`config.mk`:
```
export PLATFORM = sky130hd
export DESIGN_NAME = csmc_top
export DESIGN_NICKNAME = d
export VERILOG_FILES = /design/src/csmc_pkg.sv /design/src/csmc_clk_switch.sv /design/src/csmc_top.sv
export SDC_FILE = /design/constraint.sdc
export NUM_CORES = 1
export LEC_CHECK = 0
export BUFFER_PORTS_ARGS = -buffer_cell sky130_fd_sc_hd__buf_4
export CAP_MARGIN = 20
export CORE_MARGIN = 5
export CORE_UTILIZATION = 44
export CTS_BUF_LIST = sky130_fd_sc_hd__clkbuf_2 sky130_fd_sc_hd__clkbuf_4 sky130_fd_sc_hd__clkbuf_8
export CTS_CLUSTER_DIAMETER = 30
export DETAILED_ROUTE_END_ITERATION = 8
export GPL_ROUTABILITY_DRIVEN = 0
export PLACE_DENSITY = 0.67
export SLEW_MARGIN = 20
export SYNTH_ARGS = -nofsm -noshare
export SYNTH_HDL_FRONTEND = slang
export SYNTH_SLANG_ARGS = --single-unit
```
`constraint.sdc`:
```
create_clock -name CLOCK -period 2.37 [get_ports CLOCK]
set_input_delay 0.1185 -clock CLOCK [delete_from_list [all_inputs] [get_ports CLOCK]]
set_output_delay 0.1185 -clock CLOCK [all_outputs]
set_load 0.02 [all_outputs]
```
`src/csmc_pkg.sv`:
```
// Package for the clock source mode control block: register map, field
// layouts, reset values, mode codes and timing counts.
// Assumes a single 250 MHz system clock and 32-bit Avalon-MM register access.
package csmc_pkg;

  ////////////////////////////////////////////////////////////////////////////////
  // Register byte addresses
  localparam logic [3:0] CSMC_ADDR_CTRL1 = 4'h0;
  localparam logic [3:0] CSMC_ADDR_CTRL2 = 4'h4;
  localparam logic [3:0] CSMC_ADDR_TRIM = 4'h8;
  localparam logic [3:0] CSMC_ADDR_STAT = 4'hc;

  // Reset values: loop output, divide by 1, internal reference, bus divide by 2
  localparam logic [7:0] CSMC_CTRL1_RST = 8'h04;
  localparam logic [7:0] CSMC_CTRL2_RST = 8'h40;
  localparam logic [1:0] CSMC_STATUS_RST = 2'h0;

  // Source select and mode status codes
  localparam logic [1:0] CSMC_SRC_LOOP = 2'h0;
  localparam logic [1:0] CSMC_SRC_IREF = 2'h1;
  localparam logic [1:0] CSMC_SRC_EREF = 2'h2;
  localparam logic [1:0] CSMC_SRC_RSVD = 2'h3;

  // One-hot source vector order: loop, internal, external
  localparam logic [2:0] CSMC_SEL_LOOP = 3'h1;
  localparam logic [2:0] CSMC_SEL_IREF = 3'h2;
  localparam logic [2:0] CSMC_SEL_EREF = 3'h4;

  // Timing
  localparam int CSMC_CLK_MHZ = 250;
  localparam int CSMC_SWITCH_TIMEOUT_NS = 4000;
  localparam logic [10:0] CSMC_SWITCH_TIMEOUT_CYC = 11'((CSMC_SWITCH_TIMEOUT_NS * CSMC_CLK_MHZ) / 1000);
  localparam logic [2:0] CSMC_SWITCH_EDGES = 3'h4;
  localparam logic [2:0] CSMC_RELOCK_EDGES = 3'h4;
  localparam logic [9:0] CSMC_LOOP_MULT = 10'h200;
  localparam int CSMC_OSC_INIT_DEFAULT = 4096;

  // Control register 1 layout
  typedef struct packed {
    logic [1:0] src_sel;
    logic [2:0] ref_div;
    logic int_ref_sel;
    logic int_out_en;
    logic int_stop_en;
  } csmc_ctrl1_t;

  // Control register 2 layout
  typedef struct packed {
    logic [1:0] bus_div;
    logic range_sel;
    logic high_gain;
    logic loop_pd;
    logic osc_req;
    logic ext_out_en;
    logic ext_stop_en;
  } csmc_ctrl2_t;

  // Status and fine trim register layout
  typedef struct packed {
    logic [3:0] zero;
    logic [1:0] mode_status;
    logic osc_ready;
    logic fine_period;
  } csmc_stat_t;

  // Operating modes, one-hot
  typedef enum logic [5:0] {
    CSMC_LOOP_INT = 6'h01,
    CSMC_LOOP_EXT = 6'h02,
    CSMC_BYP_INT = 6'h04,
    CSMC_BYP_INT_LP = 6'h08,
    CSMC_BYP_EXT = 6'h10,
    CSMC_BYP_EXT_LP = 6'h20
  } csmc_mode_t;

  // Clock switch states, one-hot
  typedef enum logic [1:0] {
    CSMC_SW_IDLE = 2'h1,
    CSMC_SW_WAIT = 2'h2
  } csmc_sw_state_t;

endpackage : csmc_pkg

```
`src/csmc_clk_switch.sv`:
```
// Glitch-free three-way clock selector for the core clock path.
// Assumes all source clocks arrive as levels sampled on the system clock.
`timescale 1ns/1ps
module csmc_clk_switch (
  input wire logic clock,
  input wire logic rst,
  input wire logic [2:0] src,
  input wire logic [2:0] req,
  output logic clk_out,
  output logic [2:0] cur
);

  csmc_pkg::csmc_sw_state_t state_reg;
  csmc_pkg::csmc_sw_state_t state_next;
  logic [2:0] cur_reg;
  logic [2:0] cur_next;
  logic [2:0] pend_reg;
  logic [2:0] pend_next;
  logic [2:0] src_prev_reg;
  logic [2:0] edge_cnt_reg;
  logic [2:0] edge_cnt_next;
  logic [10:0] tmo_reg;
  logic [10:0] tmo_next;
  logic out_reg;

  ////////////////////////////////////////////////////////////////////////////////
  // Levels and edges of the old and pending sources
  wire logic new_lvl = |(src & pend_reg);
  wire logic old_lvl = |(src & cur_reg);
  wire logic new_rise = |(src & ~src_prev_reg & pend_reg);
  wire logic enough = (edge_cnt_reg >= csmc_pkg::CSMC_SWITCH_EDGES);
  wire logic timed_out = (tmo_reg == csmc_pkg::CSMC_SWITCH_TIMEOUT_CYC);

  // Next-state logic of the switch sequencer
  always_comb begin
    state_next = state_reg;
    cur_next = cur_reg;
    pend_next = pend_reg;
    edge_cnt_next = edge_cnt_reg;
    tmo_next = tmo_reg;
    unique case (state_reg)
      csmc_pkg::CSMC_SW_IDLE: begin
        if (req != cur_reg) begin
          pend_next = req;
          edge_cnt_next = '0;
          tmo_next = '0;
          state_next = csmc_pkg::CSMC_SW_WAIT;
        end
      end
      csmc_pkg::CSMC_SW_WAIT: begin
        if (req != pend_reg) begin
          // Request moved on: restart toward the latest choice
          pend_next = req;
          edge_cnt_next = '0;
          tmo_next = '0;
          if (req == cur_reg) begin
            state_next = csmc_pkg::CSMC_SW_IDLE;
          end
        // move after new edges, both low
        end else if (enough && !new_lvl && !old_lvl) begin
          cur_next = pend_reg;
          state_next = csmc_pkg::CSMC_SW_IDLE;
        end else if (timed_out) begin
          edge_cnt_next = '0;
          tmo_next = '0;
        end else begin
          tmo_next = tmo_reg + 11'h1;
          if (new_rise && !enough) begin
            edge_cnt_next = edge_cnt_reg + 3'h1;
          end
        end
      end
    endcase
  end

  // State registers; reset selects the loop output
  always_ff @(posedge clock) begin
    if (rst) begin
      state_reg <= csmc_pkg::CSMC_SW_IDLE;
      cur_reg <= csmc_pkg::CSMC_SEL_LOOP;
      pend_reg <= csmc_pkg::CSMC_SEL_LOOP;
      edge_cnt_reg <= '0;
      tmo_reg <= '0;
      src_prev_reg <= '0;
      out_reg <= 1'b0;
    end else begin
      state_reg <= state_next;
      cur_reg <= cur_next;
      pend_reg <= pend_next;
      edge_cnt_reg <= edge_cnt_next;
      tmo_reg <= tmo_next;
      src_prev_reg <= src;
      out_reg <= |(src & cur_next);
    end
  end

  assign clk_out = out_reg;
  assign cur = cur_reg;
endmodule : csmc_clk_switch

```
`src/csmc_top.sv`:
```
// Clock source mode control: registers, mode decode, reference dividers,
// oscillator ready flag, stop gating and bus clock divider.
// Assumes source clocks and control pins are synchronous levels on CLOCK and
// the frequency-locked loop itself lives outside, steered by the FLL_ ports.
`timescale 1ns/1ps

// Function
// - mode status shows clock in effect
// - status follows only after synchronised switch
// - oscillator flag sets after startup cycles
// - oscillator flag clears only on enable drop
// - fine bit lengthens period when set
// - reset gives loop engaged internal mode
// - loop locks at 512 times filter
// - 00 with external reference: loop external
// - 01 internal, loop kept running
// - 01 internal low power, loop off
// - 10 external, loop kept locked
// - 10 external low power, loop off
// - debug link clock in non-low-power modes
// - stop halts core and debug clocks, keeps enabled internal
// - stop keeps enabled external reference
// - relock after few divided reference cycles
// - switch after few new clock cycles
// - dead new source keeps old clock
// - bus divider acts at once
// - internal reference out while enabled
// - coarse trim reaches core in internal modes
// - trim values survive every reset
// - source select decode, 11 as 00
// - bus divider 1 to 8, reset 2
// - reference divider 1 to 128, reset 1
module csmc_top #(
  parameter int OSC_INIT_CYCLES = csmc_pkg::CSMC_OSC_INIT_DEFAULT
) (
  input wire logic CLOCK,
  input wire logic RST,
  input wire logic [3:0] AVS_ADDRESS,
  input wire logic AVS_READ,
  input wire logic AVS_WRITE,
  input wire logic [31:0] AVS_WRITEDATA,
  input wire logic [3:0] AVS_BYTEENABLE,
  output logic [31:0] AVS_READDATA,
  output logic AVS_WAITREQUEST,
  input wire logic FLL_CLOCK_IN,
  input wire logic IREF_CLOCK_IN,
  input wire logic EREF_CLOCK_IN,
  input wire logic STOP_REQ,
  input wire logic BACKGROUND_DEBUG_ACTIVE,
  output logic CORE_CLOCK_OUT,
  output logic DEBUG_LINK_CLOCK,
  output logic INTERNAL_REFERENCE_CLOCK_OUT,
  output logic EXTERNAL_REFERENCE_CLOCK_OUT,
  output logic FLL_ENABLE,
  output logic FLL_USE_INTERNAL,
  output logic FLL_FILTER_CLOCK,
  output logic [9:0] FLL_MULTIPLIER,
  output logic FLL_RELOCK,
  output logic [8:0] IREF_TRIM,
  output logic CORE_TRIM_ACTIVE,
  output logic OSC_ENABLE
);

  csmc_pkg::csmc_ctrl1_t ctrl1_reg;
  csmc_pkg::csmc_ctrl2_t ctrl2_reg;
  logic [7:0] coarse_reg;
  logic fine_reg;
  logic osc_ready_reg;
  logic osc_ready_next;
  logic [31:0] osc_cnt_reg;
  logic rd_done_reg;
  logic [31:0] rdata_reg;
  logic [6:0] ref_cnt_reg;
  logic ref_prev_reg;
  logic filt_reg;
  logic filt_prev_reg;
  logic int_sel_prev_reg;
  logic [2:0] relock_cnt_reg;
  logic relock_busy_reg;
  logic relock_pulse_reg;
  logic sel_prev_reg;
  logic [2:0] bus_cnt_reg;
  logic core_reg;
  logic link_reg;
  logic iref_out_reg;
  logic eref_out_reg;
  logic eref_prev_reg;
  logic sw_clk;
  logic [2:0] sw_cur;
  csmc_pkg::csmc_mode_t mode;

  ////////////////////////////////////////////////////////////////////////////////
  // Avalon-MM decode; reads wait one cycle so read data come from a flop
  wire logic hit_ctrl1 = (AVS_ADDRESS == csmc_pkg::CSMC_ADDR_CTRL1);
  wire logic hit_ctrl2 = (AVS_ADDRESS == csmc_pkg::CSMC_ADDR_CTRL2);
  wire logic hit_trim = (AVS_ADDRESS == csmc_pkg::CSMC_ADDR_TRIM);
  wire logic hit_stat = (AVS_ADDRESS == csmc_pkg::CSMC_ADDR_STAT);
  wire logic wr_lane0 = AVS_WRITE && AVS_BYTEENABLE[0];
  wire logic [7:0] wdata = AVS_WRITEDATA[7:0];
  wire csmc_pkg::csmc_stat_t stat_view;
  wire logic [7:0] rd_mux;

  // Read mux; unmapped addresses read as zero
  assign rd_mux = hit_ctrl1 ? ctrl1_reg :
                  hit_ctrl2 ? ctrl2_reg :
                  hit_trim ? coarse_reg :
                  hit_stat ? stat_view : 8'h00;
  assign AVS_WAITREQUEST = AVS_READ && !rd_done_reg;
  assign AVS_READDATA = rdata_reg;

  // Read answer register
  always_ff @(posedge CLOCK) begin
    if (RST) begin
      rd_done_reg <= 1'b0;
      rdata_reg <= '0;
    end else begin
      rd_done_reg <= AVS_READ && !rd_done_reg;
      rdata_reg <= {24'h000000, rd_mux};
    end
  end

  ////////////////////////////////////////////////////////////////////////////////
  // Control registers
  // reset state is loop engaged internal
  always_ff @(posedge CLOCK) begin
    if (RST) begin
      ctrl1_reg <= csmc_pkg::CSMC_CTRL1_RST;
      ctrl2_reg <= csmc_pkg::CSMC_CTRL2_RST;
    end else begin
      if (wr_lane0 && hit_ctrl1) begin
        ctrl1_reg <= wdata;
      end
      if (wr_lane0 && hit_ctrl2) begin
        ctrl2_reg <= wdata;
      end
    end
  end

  // trim kept across reset, no reset branch
  always_ff @(posedge CLOCK) begin
    if (wr_lane0 && hit_trim) begin
      coarse_reg <= wdata;
    end
    if (wr_lane0 && hit_stat) begin
      fine_reg <= wdata[0];
    end
  end

  // fine bit is the trim LSB, larger means longer period
  assign IREF_TRIM = {coarse_reg, fine_reg};

  ////////////////////////////////////////////////////////////////////////////////
  // Mode decode
  // reserved select behaves as loop output
  wire logic [1:0] src_eff = (ctrl1_reg.src_sel == csmc_pkg::CSMC_SRC_RSVD) ?
                             csmc_pkg::CSMC_SRC_LOOP : ctrl1_reg.src_sel;
  wire logic low_power = ctrl2_reg.loop_pd && !BACKGROUND_DEBUG_ACTIVE;

  // mode from select, reference and low power
  always_comb begin
    if (src_eff == csmc_pkg::CSMC_SRC_IREF) begin
      mode = low_power ? csmc_pkg::CSMC_BYP_INT_LP : csmc_pkg::CSMC_BYP_INT;
    end else if (src_eff == csmc_pkg::CSMC_SRC_EREF) begin
      mode = low_power ? csmc_pkg::CSMC_BYP_EXT_LP : csmc_pkg::CSMC_BYP_EXT;
    end else begin
      mode = ctrl1_reg.int_ref_sel ? csmc_pkg::CSMC_LOOP_INT : csmc_pkg::CSMC_LOOP_EXT;
    end
  end

  wire logic mode_lp = (mode == csmc_pkg::CSMC_BYP_INT_LP) || (mode == csmc_pkg::CSMC_BYP_EXT_LP);
  wire logic mode_int = (mode == csmc_pkg::CSMC_LOOP_INT) || (mode == csmc_pkg::CSMC_BYP_INT) ||
                        (mode == csmc_pkg::CSMC_BYP_INT_LP);
  wire logic mode_ext = (mode == csmc_pkg::CSMC_LOOP_EXT) || (mode == csmc_pkg::CSMC_BYP_EXT) ||
                        (mode == csmc_pkg::CSMC_BYP_EXT_LP);
  wire logic [2:0] sel_req = (src_eff == csmc_pkg::CSMC_SRC_IREF) ? csmc_pkg::CSMC_SEL_IREF :
                             (src_eff == csmc_pkg::CSMC_SRC_EREF) ? csmc_pkg::CSMC_SEL_EREF :
                             csmc_pkg::CSMC_SEL_LOOP;

  // coarse trim reaches the core clock only here
  assign CORE_TRIM_ACTIVE = mode_int;

  ////////////////////////////////////////////////////////////////////////////////
  // Loop reference divider and relock control
  // loop off in low power bypass and in stop; running otherwise
  wire logic loop_run = !mode_lp && !STOP_REQ;
  wire logic ref_lvl = ctrl1_reg.int_ref_sel ? IREF_CLOCK_IN : EREF_CLOCK_IN;
  wire logic ref_rise = ref_lvl && !ref_prev_reg;
  wire logic [6:0] ref_cnt_inc = ref_cnt_reg + 7'h01;
  wire logic [7:0] ref_taps = {ref_cnt_inc, ref_lvl};
  wire logic filt_rise = filt_reg && !filt_prev_reg;

  // divide by two to the field value
  always_ff @(posedge CLOCK) begin
    if (RST) begin
      ref_cnt_reg <= '0;
      ref_prev_reg <= 1'b0;
      filt_reg <= 1'b0;
      filt_prev_reg <= 1'b0;
    end else begin
      ref_prev_reg <= ref_lvl;
      filt_prev_reg <= filt_reg;
      if (ctrl1_reg.ref_div == 3'h0) begin
        filt_reg <= ref_lvl;
      end else if (ref_rise) begin
        ref_cnt_reg <= ref_cnt_inc;
        filt_reg <= ref_taps[ctrl1_reg.ref_div];
      end
    end
  end

  // hold off locking for a few divided reference cycles
  always_ff @(posedge CLOCK) begin
    if (RST) begin
      int_sel_prev_reg <= 1'b1;
      relock_cnt_reg <= '0;
      relock_busy_reg <= 1'b0;
      relock_pulse_reg <= 1'b0;
    end else begin
      int_sel_prev_reg <= ctrl1_reg.int_ref_sel;
      relock_pulse_reg <= 1'b0;
      if (ctrl1_reg.int_ref_sel != int_sel_prev_reg) begin
        relock_busy_reg <= 1'b1;
        relock_cnt_reg <= '0;
      end else if (relock_busy_reg && filt_rise) begin
        if (relock_cnt_reg == csmc_pkg::CSMC_RELOCK_EDGES - 3'h1) begin
          relock_busy_reg <= 1'b0;
          relock_pulse_reg <= 1'b1;
        end else begin
          relock_cnt_reg <= relock_cnt_reg + 3'h1;
        end
      end
    end
  end

  // loop told to lock at 512 times the filter clock
  assign FLL_MULTIPLIER = csmc_pkg::CSMC_LOOP_MULT;
  assign FLL_ENABLE = loop_run && !relock_busy_reg;
  assign FLL_USE_INTERNAL = ctrl1_reg.int_ref_sel;
  assign FLL_FILTER_CLOCK = filt_reg;
  assign FLL_RELOCK = relock_pulse_reg;

  ////////////////////////////////////////////////////////////////////////////////
  // Oscillator ready flag
  // external reference kept enabled in external modes
  wire logic ext_needed = ctrl2_reg.ext_out_en || mode_ext;
  wire logic eref_rise = EREF_CLOCK_IN && !eref_prev_reg;
  wire logic osc_done = (osc_cnt_reg >= 32'(OSC_INIT_CYCLES));
  assign OSC_ENABLE = ext_needed && (!STOP_REQ || ctrl2_reg.ext_stop_en);

  // set after startup, clear on enable drop; set wins
  always_comb begin
    osc_ready_next = osc_ready_reg;
    if (!ctrl2_reg.ext_out_en || !ctrl2_reg.osc_req) begin
      osc_ready_next = 1'b0;
    end
    if (ctrl2_reg.osc_req && ext_needed && osc_done) begin
      osc_ready_next = 1'b1;
    end
  end

  // Startup counter of oscillator edges
  always_ff @(posedge CLOCK) begin
    if (RST) begin
      osc_cnt_reg <= '0;
      osc_ready_reg <= 1'b0;
      eref_prev_reg <= 1'b0;
    end else begin
      eref_prev_reg <= EREF_CLOCK_IN;
      osc_ready_reg <= osc_ready_next;
      if (!ctrl2_reg.osc_req || !ext_needed) begin
        osc_cnt_reg <= '0;
      end else if (eref_rise && !osc_done) begin
        osc_cnt_reg <= osc_cnt_reg + 32'h1;
      end
    end
  end

  ////////////////////////////////////////////////////////////////////////////////
  // Core clock selection
  // synchronised glitch-free switch
  csmc_clk_switch u_switch (
    .clock(CLOCK),
    .rst(RST),
    .src({EREF_CLOCK_IN, IREF_CLOCK_IN, FLL_CLOCK_IN}),
    .req(sel_req),
    .clk_out(sw_clk),
    .cur(sw_cur)
  );

  // status from the switch, not the written select
  wire logic [1:0] mode_status = (sw_cur == csmc_pkg::CSMC_SEL_IREF) ? csmc_pkg::CSMC_SRC_IREF :
                                 (sw_cur == csmc_pkg::CSMC_SEL_EREF) ? csmc_pkg::CSMC_SRC_EREF :
                                 (sw_cur == csmc_pkg::CSMC_SEL_LOOP) ? csmc_pkg::CSMC_SRC_LOOP :
                                 csmc_pkg::CSMC_SRC_RSVD;
  assign stat_view = '{zero: 4'h0, mode_status: mode_status, osc_ready: osc_ready_reg,
                       fine_period: fine_reg};

  // bus divider tap picked live, no resync
  wire logic sel_rise = sw_clk && !sel_prev_reg;
  wire logic [2:0] bus_cnt_inc = bus_cnt_reg + 3'h1;
  wire logic [3:0] bus_taps = {bus_cnt_reg, sw_clk};

  // Divided core clock, halted in stop
  always_ff @(posedge CLOCK) begin
    if (RST) begin
      sel_prev_reg <= 1'b0;
      bus_cnt_reg <= '0;
      core_reg <= 1'b0;
    end else begin
      sel_prev_reg <= sw_clk;
      if (sel_rise) begin
        bus_cnt_reg <= bus_cnt_inc;
      end
      core_reg <= !STOP_REQ && bus_taps[ctrl2_reg.bus_div];
    end
  end

  ////////////////////////////////////////////////////////////////////////////////
  // Auxiliary clock outputs; gating is registered but can cut a pulse short when the gate changes mid-pulse
  // debug link clock unless low power bypass or stop
  // internal reference out, kept in stop if allowed
  // external reference out, kept in stop if allowed
  always_ff @(posedge CLOCK) begin
    if (RST) begin
      link_reg <= 1'b0;
      iref_out_reg <= 1'b0;
      eref_out_reg <= 1'b0;
    end else begin
      link_reg <= loop_run && FLL_CLOCK_IN;
      iref_out_reg <= ctrl1_reg.int_out_en && IREF_CLOCK_IN && (!STOP_REQ || ctrl1_reg.int_stop_en);
      eref_out_reg <= ctrl2_reg.ext_out_en && EREF_CLOCK_IN && (!STOP_REQ || ctrl2_reg.ext_stop_en);
    end
  end

  assign CORE_CLOCK_OUT = core_reg;
  assign DEBUG_LINK_CLOCK = link_reg;
  assign INTERNAL_REFERENCE_CLOCK_OUT = iref_out_reg;
  assign EXTERNAL_REFERENCE_CLOCK_OUT = eref_out_reg;
endmodule : csmc_top

```
==> summary.txt, run 1 <==
gr ovfl total - 0
Die Y - 119 um
WL final - 11000 um
DRC viols - 0
dpl hpwl - 7880 um
FP Rows - 39
synthesized cell area - 5230 um2
GRT Overall Usage - 0.161
Top delay family on crit path - simple AND/OR/NAND/NOR gates
post-synth top area share - 0.414
relative slew slack - 0.543
Hold Vio Cnt, Final - 0
Finish-stage setup viols - 0
I/O pin total - 111
Max FO, Critical Path - 7
hold depth - 2
status - finished, final reports clean
first-pass GRT wire length - 18600 um
Sw Ratio - 0.240
Worst Setup Start Kind - flop
H-tree Lvls - 4
Vias/cell - 5.20
layout cells sized above 1 - 0.171
Layout Nets - 704
Synth area leader - dfxtp_1
minimum hold slack - 0.0333 ns
Slew @ Worst Pin - 0.681 ns
Die W - 119 um
Cell Chain, Critical Path - buf_4, ha_1, xnor2_1, nand4_1, nor2_1, mux2i_1, a221o_1
RSZ-0062 raised after global routing - false
Final Util - 0.537
initial drt markers - 334
count leader, synth - dfxtp_1
Max-cap violations - 0
fill count - 1052
slowest stage cell, crit path - a221o_1
drt first pass iters - 5
worst hold path class - primary input to flop
dominant cells by area after synthesis - dfxtp_1 41%, edfxtp_1 5.2%, buf_4 5.0%, a21oi_1 3.7%, mux2i_1 3.6%
Synth-to-Final Area Change - 18.4%
Fmax achieved - 454 MHz
post-route cell area - 6190 um2
Sw Pwr - 991 uW
placed cell areas - 5670 um2
Power Density - 667 nW/um2
Worst Path Buf+Inv - 1
I/O Buffers - 49
via count - 4143
required time of the critical path - 2.69 ns
Setup crit end kind - flop
leak pwr - 2.40 nW
Root Driver - clkbuf_8
crit-path max cell delay - 0.35 ns
Max rail drop VDD - 339 uV
vias in the first global route - 4031
min cycle time layout - 2.20 ns
Seq/Total Area, Yosys - 0.465
Clk pwr share - 0.418
Reg power frac - 0.497
clock sinks - 117
Worst Reg2Reg Path Length in Cells - 7
period utilization - 0.929
Bufs on Longest Clock Path - 2
TritonCTS clock tree - built
post-DR wirelength/cell - 13.9 um
Yosys Warn Count - 0
WS Path Type - flop to flop
antenna-violating nets left - 0
combinational cell fraction of total power - 0.086
Seq cells post-synth - 117
Clk pin slew, worst setup/hold paths - 0.06 ns
number of synthesized flops with an enable pin - 9
core area - 11500 um2
Pint - 3.14 mW
Mapped Cells - 569
Clock Skew - 0.0101 ns
largest net degree at the start of global routing - 33
initial antenna violation count - 0
CTS buffer count - 17
Crit path depth - 7
Synth top cells by count - 108 x dfxtp_1, 49 x nor2_1, 45 x nand2_1, 39 x a21oi_1, 35 x buf_4
Starting Density - 0.454
ANT cells - 0
Total Neg Setup Slack - 0 ns
Synth async-reset ratio - 0
max FFs per register - 32
CP arrival - 2.52 ns
Slew Limit Fails - 0
synthesized area per cell - 9.18 um2
Distinct cells, synth - 59
worst skew pair latency - 0.44 ns
Synth Flop Type - dfxtp_1
die area - 14200 um2
-- power groups by stage --
stage	clock [mW]	sequential, mW	combinational, mW
global placement	0	2.09	0.317
detailed placement	0	2.09	0.323
floorplan	0	2.09	0.249
finish	1.72	2.05	0.353
global route	1.85	2.05	0.388
CTS	1.78	2.05	0.339
-- worst reg2reg max path: stages (launching register included) --
cell     delay [ns]
dfxtp_1        0.31
buf_4          0.14
ha_1           0.28
xnor2_1        0.26
nand4_1        0.30
nor2_1         0.31
mux2i_1        0.14
a221o_1        0.35
-- cells in the final DEF (no fill, tap or decap), types with 10 or more instances in the layout --
master,Yosys,routed
dfxtp_1,108,107
buf_4,35,68
nor2_1,49,48
nand2_1,45,45
a21oi_1,39,39
conb_1,2,34
and2_1,21,21
inv_1,19,19
mux2i_1,19,19
clkbuf_8,0,18
o21ai_0,17,17
nor2b_1,16,16
xnor2_1,15,15
nand3_1,14,14
o31ai_1,12,12
ha_1,13,12
xor2_1,11,11
dlygate4sd3_1,0,11
and3_1,10,10
-- path summary, 6_finish.rpt --
path | startpoint | to | slack [ns]
hold reg to reg | osc_cnt_reg[20]$_SDFFE_PP0P_ | osc_cnt_reg[20]$_SDFFE_PP0P_ | 0.46
setup reg to reg | ctrl1_reg[6]$_SDFFE_PP0P_ | u_switch.clk_out$_SDFF_PP0_ | 0.17
setup / recovery | ctrl1_reg[6]$_SDFFE_PP0P_ | u_switch.clk_out$_SDFF_PP0_ | 0.17
hold / removal | EREF_CLOCK_IN | u_switch.src_prev_reg[2]$_SDFF_PP0_ | 0.03
-- routing by layer --
layer | up-vias | track usage | part of all wire
li1 | 2063 | - | -
met5 | - | 0 | 0
met1 | 1928 | 0.204 | 0.46
met2 | 132 | 0.252 | 0.47
met3 | 20 | 0.0464 | 0.062
met4 | 0 | 0.0753 | 0.016
-- area by class of cell --
type / instances / area, um2 / area share
well taps: 143 / 179 / 0.0289
repair buffers: 79 / 621 / 0.100
multi-input cells: 408 / 2510 / 0.406
clock inverters: 11 / 109 / 0.0176
flip-flops and latches: 117 / 2430 / 0.393
inverters: 19 / 71.3 / 0.0115
clock buffers: 20 / 263 / 0.0425
-- per-stage QoR --
step / power (mW) / setup slack [ns] / instances
after global routing: 4.29 / 0.0348 / 797
after CTS: 4.16 / 0.0753 / 795
after global placement: 2.41 / 0.138 / 753
after detailed placement: 2.42 / 0.101 / 753
after floorplan: 2.34 / 0.293 / 601
final: 4.13 / 0.168 / 797
-- logic make-up (layout without fill, tap and decap cells) --
group	Yosys count	in the layout	share of synthesized area
AO/OA/AOI/OAI	101	101	0.123
XOR/XNOR	26	26	0.0436
adder cells (fa/ha/maj)	13	13	0.0311
buffers and inverters	76	129	0.0804
flip-flops	117	117	0.465
multiplexers	20	20	0.0385
other	2	34	0.00144
AND/OR/NAND/NOR	214	214	0.217
-- timing repair --
item	CTS	global route
buffers inserted	0	2
endpoints found under the setup margin	0	25
resized for setup	0	4
hold endpoints to repair	31	0
hold buffers	11	0
(Power assumes the default switching activity.)
==> inputs of run 2 (changes only) <==
Settings changed: CORE_ASPECT_RATIO from default to 0.8, SKIP_LAST_GASP from default to 1.
==> summary.txt, run 2 (synthesized netlist as in run 1, its figures left out) <==
Multi-input gate area - 2500 um2 (-0.35%)
layout cells sized above 1 - 0.169 (-0.00254)
Clk pin slew, worst setup/hold paths - 0.07 ns (about the same)
Finish-stage setup viols - 0 (unchanged)
H-tree Lvls - 4 (unchanged)
Worst Reg2Reg Path Length in Cells - 8 (+1)
Cell Chain, Critical Path - inv_1, ha_1, xnor2_1, nand4_1, o211ai_1, buf_4, or4_1, a21oi_1
Worst Setup Start Kind - flop
Vias/cell - 5.16 (-0.74%)
WS Path Type - flop to flop
gr ovfl total - 0 (unchanged)
Layout Nets - 701 (-0.43%)
leak pwr - 2.37 nW (-1.4%)
Sw Ratio - 0.265 (+0.0253)
Slew Limit Fails - 0 (unchanged)
Max-cap violations - 0 (unchanged)
Worst Setup EP - u_switch.tmo_reg[7]$_SDFFE_PP0P_
crit-path max cell delay - 0.47 ns (+0.12 ns)
Setup crit end kind - flop
Sw Pwr - 1.08 mW (+9.2%)
Hold Vio Cnt, Final - 0 (unchanged)
worst skew pair latency - 0.42 ns (-0.02 ns)
Die W - 132 um (+11%)
WL final - 11400 um (+3.4%)
antenna-violating nets left - 0 (unchanged)
most frequent cells in the layout - 107 x dfxtp_1, 65 x buf_4, 48 x nor2_1, 45 x nand2_1, 39 x a21oi_1
post-DR wirelength/cell - 14.3 um (+3.0%)
vias in the first global route - 3844 (-4.6%)
period utilization - 0.927 (-0.00272)
largest net degree at the start of global routing - 36 (+9.1%)
FP Rows - 35 (-10%)
post-route cell area - 6160 um2 (-0.51%)
via count - 4128 (-0.36%)
Max FO, Critical Path - 14 (+7)
Clk pwr share - 0.412 (-0.006)
max FFs per register - 32 (unchanged)
Pint - 2.99 mW (-4.5%)
Power Density - 662 nW/um2 (-0.73%)
initial antenna violation count - 0 (unchanged)
I/O Buffers - 49 (unchanged)
RSZ-0062 raised after global routing - false
register area - 2430 um2 (unchanged)
core area - 11600 um2 (+0.39%)
Bufs on Longest Clock Path - 2 (unchanged)
Starting Density - 0.452 (-0.00177)
Synth-to-Final Area Change - 17.8%
R2R Path End - u_switch.tmo_reg[7]$_SDFFE_PP0P_
FF-to-FF Start - ctrl1_reg[7]$_SDFFE_PP0P_
relative slew slack - 0.433 (-0.109)
CP arrival - 2.55 ns (+0.03 ns)
status - finished, final reports clean
Worst Setup SP - ctrl1_reg[7]$_SDFFE_PP0P_
worst hold path class - primary input to flop
I/O pin total - 111 (unchanged)
min cycle time layout - 2.20 ns (-0.00644 ns)
clock sinks - 117 (unchanged)
post-place setup slack - -0.0173 ns (-0.118 ns)
Clock Skew - 0.00754 ns (-0.00257 ns)
ANT cells - 0 (unchanged)
TritonCTS clock tree - built
first-pass GRT wire length - 18600 um (-0.18%)
flop2flop setup slack - 0.17 ns (about the same)
drt first pass iters - 5 (unchanged)
initial drt markers - 279 (-16%)
Slew @ Worst Pin - 0.843 ns (+0.163 ns)
die area - 14200 um2 (about the same)
DRC viols - 0 (unchanged)
most common cell after layout, fill and taps aside - dfxtp_1
placed cell areas - 5660 um2 (-0.29%)
Root Driver - clkbuf_8
required time of the critical path - 2.72 ns (+0.03 ns)
slowest stage cell, crit path - or4_1
dpl hpwl - 8150 um (+3.5%)
Max rail drop VDD - 473 uV (+40%)
fill count - 1064 (+1.1%)
combinational cell fraction of total power - 0.086 (about the same)
CTS buffer count - 17 (unchanged)
fin worst setup slack - 0.174 ns (+0.00644 ns)
Reg power frac - 0.502 (+0.005)
Fmax achieved - 455 MHz (+0.29%)
GRT Overall Usage - 0.159 (-0.00138)
Die Y - 107 um (-9.7%)
run 2: cell types whose count changed in the layout (fill, tap and decap cells not counted), moves of 2 or more:
cell        previous run  this run
clkinv_2               7         4
buf_4                 68        65
clkbuf_4               2         0
clkinvlp_4             1         3
inv_6                  0         3
clkinv_4               0         3
run 2: power by group through the flow:
stage	logic [mW]	registers [mW]	clock network, mW
detailed placement	0.328	2.09	0
finish	0.349	2.05	1.68
global route	0.379	2.05	1.82
global placement	0.318	2.09	0
floorplan	0.249	2.09	0
CTS	0.347	2.05	1.72
run 2: layout make-up:
class,instances,area share
clock buffer,17,0.0380
clock inverter,15,0.0213
inverter,19,0.0116
multi-input combinational,408,0.407
sequential,117,0.395
tap,148,0.0301
timing repair buffer,76,0.0971
run 2: worst min-delay path by stage:
stage,start,endpoint,cells past startpoint
finish,EREF_CLOCK_IN,u_switch.src_prev_reg[2]$_SDFF_PP0_,2
global route,EREF_CLOCK_IN,u_switch.src_prev_reg[2]$_SDFF_PP0_,2
CTS,EREF_CLOCK_IN,u_switch.src_prev_reg[2]$_SDFF_PP0_,2
detailed placement,AVS_WRITEDATA[1],coarse_reg[1]$_DFFE_PP_,1
global placement,AVS_WRITEDATA[1],coarse_reg[1]$_DFFE_PP_,1
floorplan,RST,u_switch.src_prev_reg[1]$_SDFF_PP0_,1
run 2: metal layers:
metal	track usage	share of wire	up-vias
met3	0.0393	0.053	11
met2	0.247	0.45	123
met1	0.217	0.48	1930
met4	0.0551	0.012	0
met5	0	0	-
li1	-	-	2064
run 2: critical path: cells and delay by family, from the launching register on:
kind | cells | cell delay, ns
simple gates | 2 | 0.73
flops | 1 | 0.41
compound gates | 2 | 0.28
fa+ha+maj | 1 | 0.26
buf+inv | 2 | 0.25
xor+xnor | 1 | 0.18
run 2: repair_timing:
item	4_1_cts	5_1_grt
endpoints found under the setup margin	5	22
hold endpoints to repair	30	0
hold buffers	11	0
setup buffers	0	2
gates resized for setup	1	2
pin swaps	0	1
run 2: stage by stage:
step	power (mW)	util	std cells	setup TNS (ns)	hold WS [ns]
3_5_place_dp	2.42	0.489	755	-0.0375	0.322
2_1_floorplan	2.34	-	601	0	0.202
3_3_place_gp	2.41	0.489	755	0	0.322
6_report	4.08	0.533	800	0	0.0653
5_1_grt	4.25	0.533	800	0	0.0404
4_1_cts	4.12	0.531	798	0	0.0408
